`src/logic/dbg_pkg.sv`:
```
package dbg_pkg;
	localparam int DBG_DATA_W = 32;
	localparam int DBG_ADDR_W = 5;
	localparam int DBG_PORT_W = 8;
	// register byte addresses
	localparam logic [DBG_ADDR_W-1:0] DBG_OFF_P1_DIR = 5'h00;
	localparam logic [DBG_ADDR_W-1:0] DBG_OFF_P1_LATCH = 5'h04;
	localparam logic [DBG_ADDR_W-1:0] DBG_OFF_P1_READBACK = 5'h08;
	localparam logic [DBG_ADDR_W-1:0] DBG_OFF_P2_DIR = 5'h0C;
	localparam logic [DBG_ADDR_W-1:0] DBG_OFF_P2_LATCH = 5'h10;
	localparam logic [DBG_ADDR_W-1:0] DBG_OFF_P2_READBACK = 5'h14;
	localparam logic [DBG_PORT_W-1:0] DBG_DIR_RESET = 8'h00;
	localparam logic [DBG_PORT_W-1:0] DBG_LATCH_RESET = 8'h00;
	// value returned for a write-only register (undefined by the hardware)
	localparam logic [DBG_DATA_W-1:0] DBG_WO_READ_VALUE = 32'h00000000;
	localparam logic [1:0] DBG_RESP_OKAY = 2'h0;
	localparam logic [1:0] DBG_RESP_SLVERR = 2'h2;
	localparam int DBG_WORD_LSB = 2;
endpackage : dbg_pkg

```
`src/logic/dbg_gpio.sv`:
```
// Functional notes
// First port readback is read-only; writes are ignored.
// First port readback returns output latch bit where direction bit is 1.
// First port readback returns sampled pin level where direction bit is 0.
// First port pin is input when direction 0, output when 1.
// Second port has eight individually directed bidirectional pins.
// Second port direction register is write-only; reads give no stored value.
// Software writes whole bytes to direction registers, no read-modify-write.
// Second port direction 1 makes output; all direction bits reset to 0.
// Second port direction 0 makes the pin an input.
// Second port output latch is read/write, eight bits, reset to 0.
// Second port readback is read-only; writes are ignored.
// Second port readback returns latch bit where direction bit is 1.
// Second port readback returns pin level where direction bit is 0.
// Second port pin is input when direction 0, output when 1.
// First port direction register is write-only, reset 0, 1 means output.
// First port output latch is read/write, eight bits, reset to 0.
// Output pins driven continuously from latch; input pins undriven.
module dbg_gpio
	import dbg_pkg::*;
#(
	parameter int PORT_W = DBG_PORT_W
) (
	input wire logic core_clk_in,
	input wire logic reset_n_in,
	input wire logic [dbg_pkg::DBG_ADDR_W-1:0] s_axi_awaddr_in,
	input wire logic s_axi_awvalid_in,
	output logic s_axi_awready_out,
	input wire logic [dbg_pkg::DBG_DATA_W-1:0] s_axi_wdata_in,
	input wire logic [3:0] s_axi_wstrb_in,
	input wire logic s_axi_wvalid_in,
	output logic s_axi_wready_out,
	output logic [1:0] s_axi_bresp_out,
	output logic s_axi_bvalid_out,
	input wire logic s_axi_bready_in,
	input wire logic [dbg_pkg::DBG_ADDR_W-1:0] s_axi_araddr_in,
	input wire logic s_axi_arvalid_in,
	output logic s_axi_arready_out,
	output logic [dbg_pkg::DBG_DATA_W-1:0] s_axi_rdata_out,
	output logic [1:0] s_axi_rresp_out,
	output logic s_axi_rvalid_out,
	input wire logic s_axi_rready_in,
	input wire logic [PORT_W-1:0] first_port_pin_in,
	output logic [PORT_W-1:0] first_port_pin_out,
	output logic [PORT_W-1:0] first_port_pin_oe_out,
	input wire logic [PORT_W-1:0] second_port_pin_in,
	output logic [PORT_W-1:0] second_port_pin_out,
	output logic [PORT_W-1:0] second_port_pin_oe_out
);
	import dbg_pkg::*;

	function automatic logic [PORT_W-1:0] readback(input logic [PORT_W-1:0] dir, input logic [PORT_W-1:0] latch,
			input logic [PORT_W-1:0] pin);
		readback = (dir & latch) | (~dir & pin);
	endfunction : readback

	function automatic logic word_hit(input logic [DBG_ADDR_W-1:0] a, input logic [DBG_ADDR_W-1:0] off);
		word_hit = (a[DBG_ADDR_W-1:DBG_WORD_LSB] == off[DBG_ADDR_W-1:DBG_WORD_LSB]);
	endfunction : word_hit

	logic [PORT_W-1:0] first_port_direction;
	logic [PORT_W-1:0] first_port_output_latch;
	logic [PORT_W-1:0] second_port_direction;
	logic [PORT_W-1:0] second_port_output_latch;
	logic [PORT_W-1:0] next_first_port_direction;
	logic [PORT_W-1:0] next_first_port_output_latch;
	logic [PORT_W-1:0] next_second_port_direction;
	logic [PORT_W-1:0] next_second_port_output_latch;

	logic aw_held;
	logic w_held;
	logic [DBG_ADDR_W-1:0] aw_addr;
	logic [DBG_DATA_W-1:0] w_data;
	logic w_strb0;
	logic bvalid;
	logic [1:0] bresp;
	logic next_aw_held;
	logic next_w_held;
	logic [DBG_ADDR_W-1:0] next_aw_addr;
	logic [DBG_DATA_W-1:0] next_w_data;
	logic next_w_strb0;
	logic next_bvalid;
	logic [1:0] next_bresp;

	logic rvalid;
	logic [DBG_DATA_W-1:0] rdata;
	logic [1:0] rresp;
	logic next_rvalid;
	logic [DBG_DATA_W-1:0] next_rdata;
	logic [1:0] next_rresp;

	logic [PORT_W-1:0] first_port_readback;
	logic [PORT_W-1:0] second_port_readback;
	logic do_write;

	assign first_port_readback = readback(first_port_direction, first_port_output_latch, first_port_pin_in);
	assign second_port_readback = readback(second_port_direction, second_port_output_latch, second_port_pin_in);

	// pins: output enable follows direction, data follows latch
	assign first_port_pin_oe_out = first_port_direction;
	assign first_port_pin_out = first_port_output_latch;
	assign second_port_pin_oe_out = second_port_direction;
	assign second_port_pin_out = second_port_output_latch;

	assign s_axi_awready_out = !aw_held && !bvalid;
	assign s_axi_wready_out = !w_held && !bvalid;
	assign s_axi_bvalid_out = bvalid;
	assign s_axi_bresp_out = bresp;
	assign s_axi_arready_out = !rvalid;
	assign s_axi_rvalid_out = rvalid;
	assign s_axi_rdata_out = rdata;
	assign s_axi_rresp_out = rresp;
	assign do_write = aw_held && w_held && !bvalid;

	// write path: address and data held in either order, applied together
	always_comb begin
		next_aw_held = aw_held;
		next_w_held = w_held;
		next_aw_addr = aw_addr;
		next_w_data = w_data;
		next_w_strb0 = w_strb0;
		next_bvalid = bvalid;
		next_bresp = bresp;
		next_first_port_direction = first_port_direction;
		next_first_port_output_latch = first_port_output_latch;
		next_second_port_direction = second_port_direction;
		next_second_port_output_latch = second_port_output_latch;
		if (s_axi_awvalid_in && s_axi_awready_out) begin
			next_aw_held = 1'b1;
			next_aw_addr = s_axi_awaddr_in;
		end
		if (s_axi_wvalid_in && s_axi_wready_out) begin
			next_w_held = 1'b1;
			next_w_data = s_axi_wdata_in;
			next_w_strb0 = s_axi_wstrb_in[0];
		end
		if (do_write) begin
			next_aw_held = 1'b0;
			next_w_held = 1'b0;
			next_bvalid = 1'b1;
			next_bresp = DBG_RESP_OKAY;
			if (word_hit(aw_addr, DBG_OFF_P1_DIR)) begin
				if (w_strb0) begin
					next_first_port_direction = w_data[PORT_W-1:0];
				end
			end else if (word_hit(aw_addr, DBG_OFF_P1_LATCH)) begin
				if (w_strb0) begin
					next_first_port_output_latch = w_data[PORT_W-1:0];
				end
			end else if (word_hit(aw_addr, DBG_OFF_P2_DIR)) begin
				if (w_strb0) begin
					next_second_port_direction = w_data[PORT_W-1:0];
				end
			end else if (word_hit(aw_addr, DBG_OFF_P2_LATCH)) begin
				if (w_strb0) begin
					next_second_port_output_latch = w_data[PORT_W-1:0];
				end
			end else if (word_hit(aw_addr, DBG_OFF_P1_READBACK) || word_hit(aw_addr, DBG_OFF_P2_READBACK)) begin
				next_bresp = DBG_RESP_OKAY;
			end else begin
				next_bresp = DBG_RESP_SLVERR;
			end
		end
		if (bvalid && s_axi_bready_in) begin
			next_bvalid = 1'b0;
		end
	end

	always_ff @(posedge core_clk_in or negedge reset_n_in) begin
		if (!reset_n_in) begin
			aw_held <= 1'b0;
			w_held <= 1'b0;
			aw_addr <= '0;
			w_data <= '0;
			w_strb0 <= 1'b0;
			bvalid <= 1'b0;
			bresp <= DBG_RESP_OKAY;
			first_port_direction <= DBG_DIR_RESET;
			first_port_output_latch <= DBG_LATCH_RESET;
			second_port_direction <= DBG_DIR_RESET;
			second_port_output_latch <= DBG_LATCH_RESET;
		end else begin
			aw_held <= next_aw_held;
			w_held <= next_w_held;
			aw_addr <= next_aw_addr;
			w_data <= next_w_data;
			w_strb0 <= next_w_strb0;
			bvalid <= next_bvalid;
			bresp <= next_bresp;
			first_port_direction <= next_first_port_direction;
			first_port_output_latch <= next_first_port_output_latch;
			second_port_direction <= next_second_port_direction;
			second_port_output_latch <= next_second_port_output_latch;
		end
	end

	// read path: registers and pins sampled at the accepting edge
	always_comb begin
		next_rvalid = rvalid;
		next_rdata = rdata;
		next_rresp = rresp;
		if (rvalid && s_axi_rready_in) begin
			next_rvalid = 1'b0;
		end
		if (s_axi_arvalid_in && s_axi_arready_out) begin
			next_rvalid = 1'b1;
			next_rresp = DBG_RESP_OKAY;
			next_rdata = '0;
			if (word_hit(s_axi_araddr_in, DBG_OFF_P1_DIR) || word_hit(s_axi_araddr_in, DBG_OFF_P2_DIR)) begin
				next_rdata = DBG_WO_READ_VALUE;
			end else if (word_hit(s_axi_araddr_in, DBG_OFF_P1_LATCH)) begin
				next_rdata[PORT_W-1:0] = first_port_output_latch;
			end else if (word_hit(s_axi_araddr_in, DBG_OFF_P2_LATCH)) begin
				next_rdata[PORT_W-1:0] = second_port_output_latch;
			end else if (word_hit(s_axi_araddr_in, DBG_OFF_P1_READBACK)) begin
				next_rdata[PORT_W-1:0] = first_port_readback;
			end else if (word_hit(s_axi_araddr_in, DBG_OFF_P2_READBACK)) begin
				next_rdata[PORT_W-1:0] = second_port_readback;
			end else begin
				next_rresp = DBG_RESP_SLVERR;
			end
		end
	end

	always_ff @(posedge core_clk_in or negedge reset_n_in) begin
		if (!reset_n_in) begin
			rvalid <= 1'b0;
			rdata <= '0;
			rresp <= DBG_RESP_OKAY;
		end else begin
			rvalid <= next_rvalid;
			rdata <= next_rdata;
			rresp <= next_rresp;
		end
	end

	// assertions
	AST_P1_OE_DIR: assert property (@(posedge core_clk_in) disable iff (!reset_n_in)
		first_port_pin_oe_out == first_port_direction)
		else $error("first port enable differs from direction");
	AST_P2_OE_DIR: assert property (@(posedge core_clk_in) disable iff (!reset_n_in)
		second_port_pin_oe_out == second_port_direction)
		else $error("second port enable differs from direction");
	AST_PIN_DRIVE: assert property (@(posedge core_clk_in) disable iff (!reset_n_in)
		(first_port_pin_out == first_port_output_latch) && (second_port_pin_out == second_port_output_latch))
		else $error("pin data differs from latch");
	AST_P1_RB: assert property (@(posedge core_clk_in) disable iff (!reset_n_in)
		s_axi_arvalid_in && s_axi_arready_out && word_hit(s_axi_araddr_in, DBG_OFF_P1_READBACK)
		|=> s_axi_rdata_out[PORT_W-1:0] == (($past(first_port_direction) & $past(first_port_output_latch))
			| (~$past(first_port_direction) & $past(first_port_pin_in))))
		else $error("first port readback wrong");
	AST_P1_RB_IN: assert property (@(posedge core_clk_in) disable iff (!reset_n_in)
		s_axi_arvalid_in && s_axi_arready_out && word_hit(s_axi_araddr_in, DBG_OFF_P1_READBACK)
		&& first_port_direction == '0 |=> s_axi_rdata_out[PORT_W-1:0] == $past(first_port_pin_in))
		else $error("first port input readback wrong");
	AST_P2_RB: assert property (@(posedge core_clk_in) disable iff (!reset_n_in)
		s_axi_arvalid_in && s_axi_arready_out && word_hit(s_axi_araddr_in, DBG_OFF_P2_READBACK)
		|=> (s_axi_rdata_out[PORT_W-1:0] & $past(second_port_direction))
			== ($past(second_port_output_latch) & $past(second_port_direction)))
		else $error("second port output readback wrong");
	AST_P2_RB_IN: assert property (@(posedge core_clk_in) disable iff (!reset_n_in)
		s_axi_arvalid_in && s_axi_arready_out && word_hit(s_axi_araddr_in, DBG_OFF_P2_READBACK)
		&& second_port_direction == '0 |=> s_axi_rdata_out[PORT_W-1:0] == $past(second_port_pin_in))
		else $error("second port input readback wrong");
	AST_P2_DIR_WR: assert property (@(posedge core_clk_in) disable iff (!reset_n_in)
		do_write && w_strb0 && word_hit(aw_addr, DBG_OFF_P2_DIR)
		|=> second_port_pin_oe_out == $past(w_data[PORT_W-1:0]) && s_axi_bvalid_out)
		else $error("second port direction write not applied");
	AST_RO_NOCHG: assert property (@(posedge core_clk_in) disable iff (!reset_n_in)
		do_write && (word_hit(aw_addr, DBG_OFF_P1_READBACK) || word_hit(aw_addr, DBG_OFF_P2_READBACK))
		|=> $stable(first_port_direction) && $stable(first_port_output_latch)
			&& $stable(second_port_direction) && $stable(second_port_output_latch))
		else $error("readback write changed state");
	AST_WO_READ: assert property (@(posedge core_clk_in) disable iff (!reset_n_in)
		s_axi_arvalid_in && s_axi_arready_out && word_hit(s_axi_araddr_in, DBG_OFF_P2_DIR)
		|=> s_axi_rdata_out == DBG_WO_READ_VALUE)
		else $error("direction register readable");
	AST_P1_LATCH_WR: assert property (@(posedge core_clk_in) disable iff (!reset_n_in)
		do_write && w_strb0 && word_hit(aw_addr, DBG_OFF_P1_LATCH)
		|=> ##1 first_port_pin_out == $past(w_data[PORT_W-1:0], 2))
		else $error("first port latch write lost");

	// write-side checks
	AST_P1_DIR_WR: assert property (@(posedge core_clk_in) disable iff (!reset_n_in)
		do_write && w_strb0 && word_hit(aw_addr, DBG_OFF_P1_DIR)
		|=> first_port_pin_oe_out == $past(w_data[PORT_W-1:0]))
		else $error("first port direction write not applied");
	AST_P1_DIR_IN: assert property (@(posedge core_clk_in) disable iff (!reset_n_in)
		do_write && w_strb0 && word_hit(aw_addr, DBG_OFF_P1_DIR)
		|=> (first_port_pin_oe_out & ~$past(w_data[PORT_W-1:0])) == '0)
		else $error("first port input pin still driven");
	AST_P2_DIR_IN: assert property (@(posedge core_clk_in) disable iff (!reset_n_in)
		do_write && w_strb0 && word_hit(aw_addr, DBG_OFF_P2_DIR)
		|=> (second_port_pin_oe_out & ~$past(w_data[PORT_W-1:0])) == '0)
		else $error("second port input pin still driven");
	AST_P2_LATCH_WR: assert property (@(posedge core_clk_in) disable iff (!reset_n_in)
		do_write && w_strb0 && word_hit(aw_addr, DBG_OFF_P2_LATCH)
		|=> second_port_pin_out == $past(w_data[PORT_W-1:0]))
		else $error("second port latch write lost");
	AST_STRB_LOW: assert property (@(posedge core_clk_in) disable iff (!reset_n_in)
		do_write && !w_strb0
		|=> $stable(first_port_direction) && $stable(first_port_output_latch)
			&& $stable(second_port_direction) && $stable(second_port_output_latch))
		else $error("write without low byte strobe changed state");
	AST_RB_WR_OKAY: assert property (@(posedge core_clk_in) disable iff (!reset_n_in)
		do_write && (word_hit(aw_addr, DBG_OFF_P1_READBACK) || word_hit(aw_addr, DBG_OFF_P2_READBACK))
		|=> s_axi_bvalid_out && s_axi_bresp_out == DBG_RESP_OKAY)
		else $error("readback write not acknowledged");

	// read-side checks
	AST_P1_WO_READ: assert property (@(posedge core_clk_in) disable iff (!reset_n_in)
		s_axi_arvalid_in && s_axi_arready_out && word_hit(s_axi_araddr_in, DBG_OFF_P1_DIR)
		|=> s_axi_rdata_out == DBG_WO_READ_VALUE)
		else $error("first direction register readable");
	AST_P1_LATCH_RD: assert property (@(posedge core_clk_in) disable iff (!reset_n_in)
		s_axi_arvalid_in && s_axi_arready_out && word_hit(s_axi_araddr_in, DBG_OFF_P1_LATCH)
		|=> s_axi_rdata_out[PORT_W-1:0] == $past(first_port_output_latch))
		else $error("first port latch read wrong");
	AST_P2_LATCH_RD: assert property (@(posedge core_clk_in) disable iff (!reset_n_in)
		s_axi_arvalid_in && s_axi_arready_out && word_hit(s_axi_araddr_in, DBG_OFF_P2_LATCH)
		|=> s_axi_rdata_out[PORT_W-1:0] == $past(second_port_output_latch))
		else $error("second port latch read wrong");

	// reset and idle pin checks
	AST_RST_CLEAR: assert property (@(posedge core_clk_in) disable iff (!reset_n_in)
		$rose(reset_n_in) |-> second_port_pin_oe_out == '0 && first_port_pin_oe_out == '0
			&& second_port_pin_out == '0 && first_port_pin_out == '0)
		else $error("pins not cleared by reset");
	AST_PIN_HOLD: assert property (@(posedge core_clk_in) disable iff (!reset_n_in)
		!do_write |=> $stable(first_port_pin_out) && $stable(first_port_pin_oe_out)
			&& $stable(second_port_pin_out) && $stable(second_port_pin_oe_out))
		else $error("pins changed without a write");

	// coverage
	COV_WRITE: cover property (@(posedge core_clk_in) disable iff (!reset_n_in) s_axi_bvalid_out && s_axi_bready_in);
	COV_READ_RB: cover property (@(posedge core_clk_in) disable iff (!reset_n_in)
		s_axi_arvalid_in && s_axi_arready_out && word_hit(s_axi_araddr_in, DBG_OFF_P2_READBACK));
	COV_MIXED_DIR: cover property (@(posedge core_clk_in) disable iff (!reset_n_in)
		first_port_direction != '0 && first_port_direction != '1);
	COV_SLVERR: cover property (@(posedge core_clk_in) disable iff (!reset_n_in)
		s_axi_bvalid_out && s_axi_bresp_out == DBG_RESP_SLVERR);
	COV_P2_DRIVE: cover property (@(posedge core_clk_in) disable iff (!reset_n_in)
		second_port_pin_oe_out != '0 && second_port_pin_out != '0);
endmodule : dbg_gpio

```
`config.mk`:
```
export PLATFORM = sky130hd
export DESIGN_NAME = dbg_gpio
export DESIGN_NICKNAME = d
export VERILOG_FILES = /design/src/logic/dbg_pkg.sv /design/src/logic/dbg_gpio.sv
export SDC_FILE = /design/constraint.sdc
export NUM_CORES = 1
export LEC_CHECK = 0
export BUFFER_PORTS_ARGS = -buffer_cell sky130_fd_sc_hd__buf_2
export CORE_MARGIN = 2
export CORE_UTILIZATION = 50
export CTS_BUF_LIST = sky130_fd_sc_hd__clkbuf_16
export DETAILED_ROUTE_END_ITERATION = 10
export PLACE_DENSITY = 0.9
export SLEW_MARGIN = 40
export SYNTH_ARGS = -nofsm -noshare
export SYNTH_HDL_FRONTEND = slang
export SYNTH_SLANG_ARGS = --single-unit
```
`constraint.sdc`:
```
create_clock -name core_clk_in -period 2.97 [get_ports core_clk_in]
set_input_delay 0.297 -clock core_clk_in [delete_from_list [all_inputs] [get_ports core_clk_in]]
set_output_delay 0.297 -clock core_clk_in [all_outputs]
set_load 0.03 [all_outputs]
```
==> flow_summary.yaml, run 1 <==
status:
  status: "completed"
worst_setup_path:
  end_kind: "register"
  required_ns: 3.17
  path_class: "register to register"
  path_max_fanout: 8
  worst_r2r_path_depth: 4
  worstPathArrival_ns: 2.17
  crit_path_start_kind: "register"
pwr:
  peakVddDrop_mv: 0.611
  powerDensity_nw_per_um2: 1040
  p_leak_nw: 1.87
synthesis:
  synth_edf_count: 0
  synth_seq_cells: 58
  synth_top_area_cell: "dfrtp_1"
  synth_async_sr_flop_share_pct: 100
  synth_area_sq_um: 2900
  ys_warn_count: 0
  synth_cell_types: 32
  netlist.area_leader.share_pct: 50.1
  syn_inst: 254
  synth-main-ff-cell: "dfrtp_1"
  syn_area_per_cell_sq_um: 11.4
  yosys-top-cells-area: "dfrtp_1 (50%), mux2_2 (14%), buf_4 (6.7%)"
  yosysSeqAreaShare_pct: 50.1
cells_and_area:
  insertedDiodeCount: 0
  syn_to_final_growth_pct: 22.9
  drive_gt1_share_pct: 41.5
  nets: 411
cts:
  cts.sinks: 58
  cts-root-buf: "clkbuf_16"
  cts_tree: "yes"
  cts_resized: 0
  clk_pin_slew_ns: 0.05
  cts_made_buffers: 9
  cts.htree.levels: 3
  clk_path_buf_depth: 2
  post_cts_buffers: 0
  clk_latency_ns: 0.32
drt:
  firstDrtPassIters: 4
  drtIter0Drc: 106
  avgViaCountPerCell: 5.19
  wl_per_cell_um: 16.2
  vias: 2175
  drcViolationCount: 0
  drtAntennaViolNets: 0
  wl_um: 6770
timing:
  slew-limit-headroom_pct: 58.9
  setup_viol: 0
  fin_setup_tns_ns: 0
  slew_violations: 0
  hold_viol: 0
  fmax_mhz: 507
  whs_ns: 0.159
  fin_skew_ns: 0.00237
  min_period_over_period_pct: 66.4
  tightest_slew_ns: 0.617
  period_needed_ns: 1.97
  grt_setup_unrepaired: "false"
global_route:
  grt_pass1_vias: 2072
  grt_start_max_net_pins: 45
  antenna_found_initial: 0
  grt.overflow.total: 0
  grt_pass1_wl_um: 10600
  grt_usage_pct: 22.7
floorplanning:
  std_cell_rows: 27
  core_sq_um: 5540
  io_pins: 142
  initial_core_util_pct: 52.3
  dieArea_sq_um: 6420
  die_x_um: 80.1
  die_h_um: 80.1
placement:
  hpwl_um: 4830
  numPortBuffers: 84
  routabilityCongestion: 0.775
min_path:
  worstHoldPathType: "primary input to register"
  holdPathStages: 2
run:
  drv_cap: 0
==> area by class of cell <==
cell class | count | area, sq um
Clock buffer | 9 | 225
Clock inverter | 7 | 52.6
Fill cell | 444 | 1980
Inverter | 10 | 37.5
Multi-Input combinational cell | 176 | 1260
Sequential cell | 58 | 1450
Tap cell | 72 | 90.1
Timing Repair Buffer | 87 | 448
==> Yosys cell counts, types with 3 or more instances <==
| cell | n |
|---|---|
| a21oi_1 | 14 |
| o31ai_1 | 6 |
| a211oi_1 | 6 |
| o21ai_0 | 10 |
| mux2_2 | 35 |
| inv_1 | 10 |
| nor2_1 | 14 |
| mux2_4 | 8 |
| buf_4 | 26 |
| dfrtp_1 | 58 |
| nand2b_1 | 8 |
| nand2_1 | 20 |
| clkbuf_1 | 6 |
| mux2i_1 | 10 |
| nand3_1 | 3 |
==> where the power goes <==
part	internal (mW)	switching, mW	leakage [nW]
sequential	1.09	0.302	0.741
clock	0.628	0.320	0.142
combinational	0.523	0.842	0.989
total	2.25	1.46	1.87
==> metrics by stage <==
| step | setup slack (ns) | utilization, % | instances | power [mW] | area [sq um] |
|---|---|---|---|---|---|
| after floorplan | 1.14 | - | 279 | 2.38 | 2990 |
| final | 0.998 | 64.3 | 419 | 3.71 | 3560 |
| after global routing | 0.910 | 64.3 | 419 | 3.91 | 3560 |
| after CTS | 0.968 | 64.3 | 419 | 3.74 | 3560 |
| after detailed placement | 0.968 | 59.1 | 402 | 2.78 | 3270 |
| after global placement | 1.08 | 59.0 | 402 | 2.71 | 3270 |
==> placed cells by master (no fill, tap or decap) <==
cell type / n
buf_4: 3
mux2_2: 35
dfrtp_1: 58
a21oi_1: 14
nand2b_1: 8
mux2_4: 8
nand2_1: 20
buf_2: 83
o31ai_1: 6
nand3_1: 3
and3b_1: 1
conb_1: 26
or3b_2: 1
nand4_2: 1
and2_1: 1
a211oi_1: 6
or2_1: 1
a21o_1: 1
nand4b_1: 1
o221ai_1: 2
nor2_1: 14
dlygate4sd3_1: 1
xnor2_1: 1
nor2_2: 2
bufinv_16: 1
nor3b_1: 1
clkinv_1: 4
inv_1: 12
nand4b_4: 1
mux2i_1: 10
clkbuf_16: 9
nor2b_1: 1
o21ai_0: 10
or3_1: 1
==> final timing paths <==
kind | start | endpoint | slack [ns]
worst max register to register | s_axi_bvalid_out | first_port_pin_oe_out[2] | 1.0
worst min-delay path | s_axi_bready_in | s_axi_bvalid_out | 0.16
worst min register to register | s_axi_bresp_out[1] | s_axi_bresp_out[1] | 0.46
min in group asynchronous | reset_n_in | first_port_pin_oe_out[2] | 0.51
max in group asynchronous | reset_n_in | s_axi_rdata_out[2] | 1.83
worst max-delay path | s_axi_bvalid_out | first_port_pin_oe_out[2] | 1.0
==> cell families after synthesis <==
logic type | synth area share (%)
flip-flops | 50.1
AND/OR/NAND/NOR | 10.4
multiplexers | 21.2
buffers and inverters | 9.76
AO/OA/AOI/OAI | 8.12
XOR/XNOR | 0.302
other | 0.129
==> flip-flops by register name, summed over array words and instances (netlist names) <==
register,flops
aw_addr,3
aw_held,1
first_port_pin_oe_out,8
first_port_pin_out,8
s_axi_bresp_out,1
s_axi_bvalid_out,1
s_axi_rdata_out,8
s_axi_rresp_out,1
s_axi_rvalid_out,1
second_port_pin_oe_out,8
second_port_pin_out,8
w_data,8
w_held,1
w_strb0,1
==> repair_timing <==
item,CTS,global route
endpoints found under the setup margin,0,0
hold endpoints to repair,42,0
hold buffers,1,0
==> worst max-delay path, stage by stage (launching register included) <==
cell     delay, ns
dfrtp_1       0.42
and3b_1       0.41
nand3_1       0.15
nor2_2        0.46
mux2_2        0.41
==> per-layer routing <==
metal  global-route usage (%)  up-vias  share of wire [%]
met3                     4.04       13                6.7
met2                     37.4      103                 51
met5                        0        -                  0
met1                     28.5     1053                 40
li1                         -     1006                  -
met4                     11.9        0                2.2
No activity file was read; power rests on OpenSTA's default activity.
==> run 2, diff against run 1 <==
- ABC_AREA: unset -> 1
- CORE_UTILIZATION: 50 -> 42
- PLACE_DENSITY: 0.9 -> 0.8
- clock period: 2.97 -> 1.7 ns (I/O delays scaled with it)
==> run 2 against run 1 <==
Effect of this change:
- total power increased by 94%
- combinational power increased by 120%
- hold slack got worse by 0.12 ns
- via count increased by 22%
- synthesized area increased by 5.4%
- clock skew increased by 0.0012 ns
- routed wire length increased by 7.3%
- worst setup slack got worse by 0.77 ns
- non-clock buffer count unchanged
- clock power increased by 78%
- largest power group is now combinational cells
- highest routed layer unchanged
==> flow_summary.yaml, run 2 <==
synthesis:
  synth_edf_count: 0
  synth_cell_types: 26
  synth_async_sr_flop_share_pct: 100
  syn_area_per_cell_sq_um: 8.00
  netlist.area_leader.share_pct: 47.5
  netlist_top_cells_count: "nand2_1 (115), dfrtp_1 (58), inv_1 (50)"
  synth_compound_gate_area_share_pct: 11.3
  synthXorXnorAreaFrac_pct: 0
  yosysSeqAreaShare_pct: 47.5
  synthAdderAreaFrac_pct: 0
  synthSimpleGateAreaFrac_pct: 25.9
  synth_top_area_cell: "dfrtp_1"
  syn_inst: 382
  yosys-top-cells-area: "dfrtp_1 (48%), nand2_1 (14%), buf_4 (6.4%)"
  synth_area_sq_um: 3050
  synth-main-ff-cell: "dfrtp_1"
  synth_top_family_by_area: "simple AND/OR/NAND/NOR gates"
  ys_warn_count: 0
  synth.most_common_cell: "nand2_1"
  synth_mux_area_share_pct: 0.369
  synth_seq_cells: 58
timing:
  setup_viol: 0
  slew_violations: 0
  min_period_over_period_pct: 86.5
  hold_viol: 0
  grt_setup_unrepaired: "false"
  fin_skew_ns: 0.00361
  fin_setup_tns_ns: 0
  period_needed_ns: 1.47
  fmax_mhz: 680
drt:
  firstDrtPassIters: 6
  wl_um: 7260
  avgViaCountPerCell: 4.63
  drtIter0Drc: 219
  vias: 2660
  wl_per_cell_um: 12.6
  drcViolationCount: 0
  drtAntennaViolNets: 0
worst_setup_path:
  path_max_fanout: 16
  crit_path_start_kind: "register"
  path_cells: "inv_1 -> nand3_4 -> nor2_8 -> nand4_4 -> nand2_1 -> o21ai_2"
  slowest_delay_ns: 0.42
  worst_r2r_path_depth: 6
  crit_family: "simple AND/OR/NAND/NOR gates"
  crit_slowest_cell: "dfrtp_1"
  reg2reg_setup_slack_ns: 0.23
  regToRegStartpoint: "s_axi_bvalid_out"
  worstPathArrival_ns: 1.68
  path_class: "register to register"
  path_buf_inv: 1
  end_kind: "register"
  r2r_end: "second_port_pin_out[5]"
  required_ns: 1.91
global_route:
  antenna_found_initial: 0
  grt_start_max_net_pins: 59
  grt_usage_pct: 19.1
  grt_pass1_vias: 2409
  grt_pass1_wl_um: 11400
  grt.overflow.total: 0
placement:
  numPortBuffers: 84
  hpwl_um: 5350
  routabilityCongestion: 0.874
cells_and_area:
  layout_common_cells: "nand2_1 (115), buf_2 (84), dfrtp_1 (58), inv_1 (52), nor2_1 (33)"
  nets: 540
  drive_gt1_share_pct: 26.5
  insertedDiodeCount: 0
  syn_to_final_growth_pct: 22.7
  final_common_cell: "nand2_1"
  fin_util_pct: 52.5
  multi_input_area_sq_um: 1250
  regArea_sq_um: 1450
  n_fill_cell: 692
floorplanning:
  std_cell_rows: 31
  core_sq_um: 7140
  initial_core_util_pct: 42.8
  die_h_um: 89.3
  dieArea_sq_um: 7970
  io_pins: 142
  die_x_um: 89.3
cts:
  cts_tree: "yes"
  cts_made_buffers: 9
  clk_pin_slew_ns: 0.05
  cts.htree.levels: 3
  post_cts_buffers: 0
  clk_latency_ns: 0.32
  cts.sinks: 58
  clk_path_buf_depth: 2
  cts_resized: 0
  cts_hold_buf: 1
  cts-root-buf: "clkbuf_16"
pwr:
  powerDensity_nw_per_um2: 1920
  peakVddDrop_mv: 1.19
  p_leak_nw: 2.15
status:
  status: "completed"
min_path:
  min_from: "s_axi_bready_in"
  min_to: "s_axi_bvalid_out"
  worstHoldPathType: "primary input to register"
  holdPathStages: 2
run:
  drv_cap: 0
run 2: changes by cell type in the layout (fill, tap and decap cells not counted), moves of 7 or more:
cell	delta
inv_1	+40
mux2_2	-34
mux2_4	-8
mux2i_1	-10
nand2_1	+95
nand2b_1	-8
nand3_1	+8
nand4_1	+7
nor2_1	+19
o21ai_1	+16
o21ai_2	+16
run 2: per-layer routing:
layer / wire length [um] / up-vias / GRT usage (%)
met5: 0 / - / 0
met2: 3510 / 113 / 31.0
met1: 3080 / 1213 / 23.2
li1: - / 1324 / -
met3: 560 / 10 / 5.72
met4: 105 / 0 / 9.50
run 2: worst max path at each step:
stage	slack, ns	to	from	depth (start not counted)
final	0.23	second_port_pin_out[5]	s_axi_bvalid_out	6
after global routing	0.07	second_port_pin_out[1]	s_axi_bvalid_out	6
after CTS	0.21	second_port_pin_out[5]	s_axi_bvalid_out	6
after detailed placement	0.23	second_port_pin_out[5]	s_axi_bvalid_out	6
after global placement	0.30	second_port_pin_out[6]	s_axi_bvalid_out	6
after floorplan	0.05	aw_addr[4]	s_axi_bvalid_out	3
run 2: through the flow:
step	instances	total power, mW	worst slack [ns]	hold slack [ns]	cell area [sq um]
floorplan	407	4.65	0.0462	-0.126	3150
global placement	558	5.42	0.298	0.192	3460
detailed placement	558	5.53	0.233	0.200	3460
CTS	574	7.25	0.210	0.0323	3750
global route	574	7.68	0.0691	0.0293	3750
finish	574	7.20	0.230	0.0336	3750
run 2: area by class of cell:
class,count,area share (%)
clock inverters,6,1.37
multi-input cells,264,33.3
well taps,99,3.31
inverters,51,5.11
repair buffers,87,12.2
flip-flops and latches,58,38.7
clock buffers,9,6.01
run 2: power breakdown:
part | internal (mW) | switching, mW
logic | 0.869 | 2.16
registers | 1.97 | 0.517
clock network | 1.10 | 0.587
total | 3.94 | 3.26
run 2: kinds of logic after synthesis:
family | Yosys count
AO/OA/AOI/OAI | 56
flip-flops | 58
buffers and inverters | 85
AND/OR/NAND/NOR | 181
multiplexers | 1
other | 1
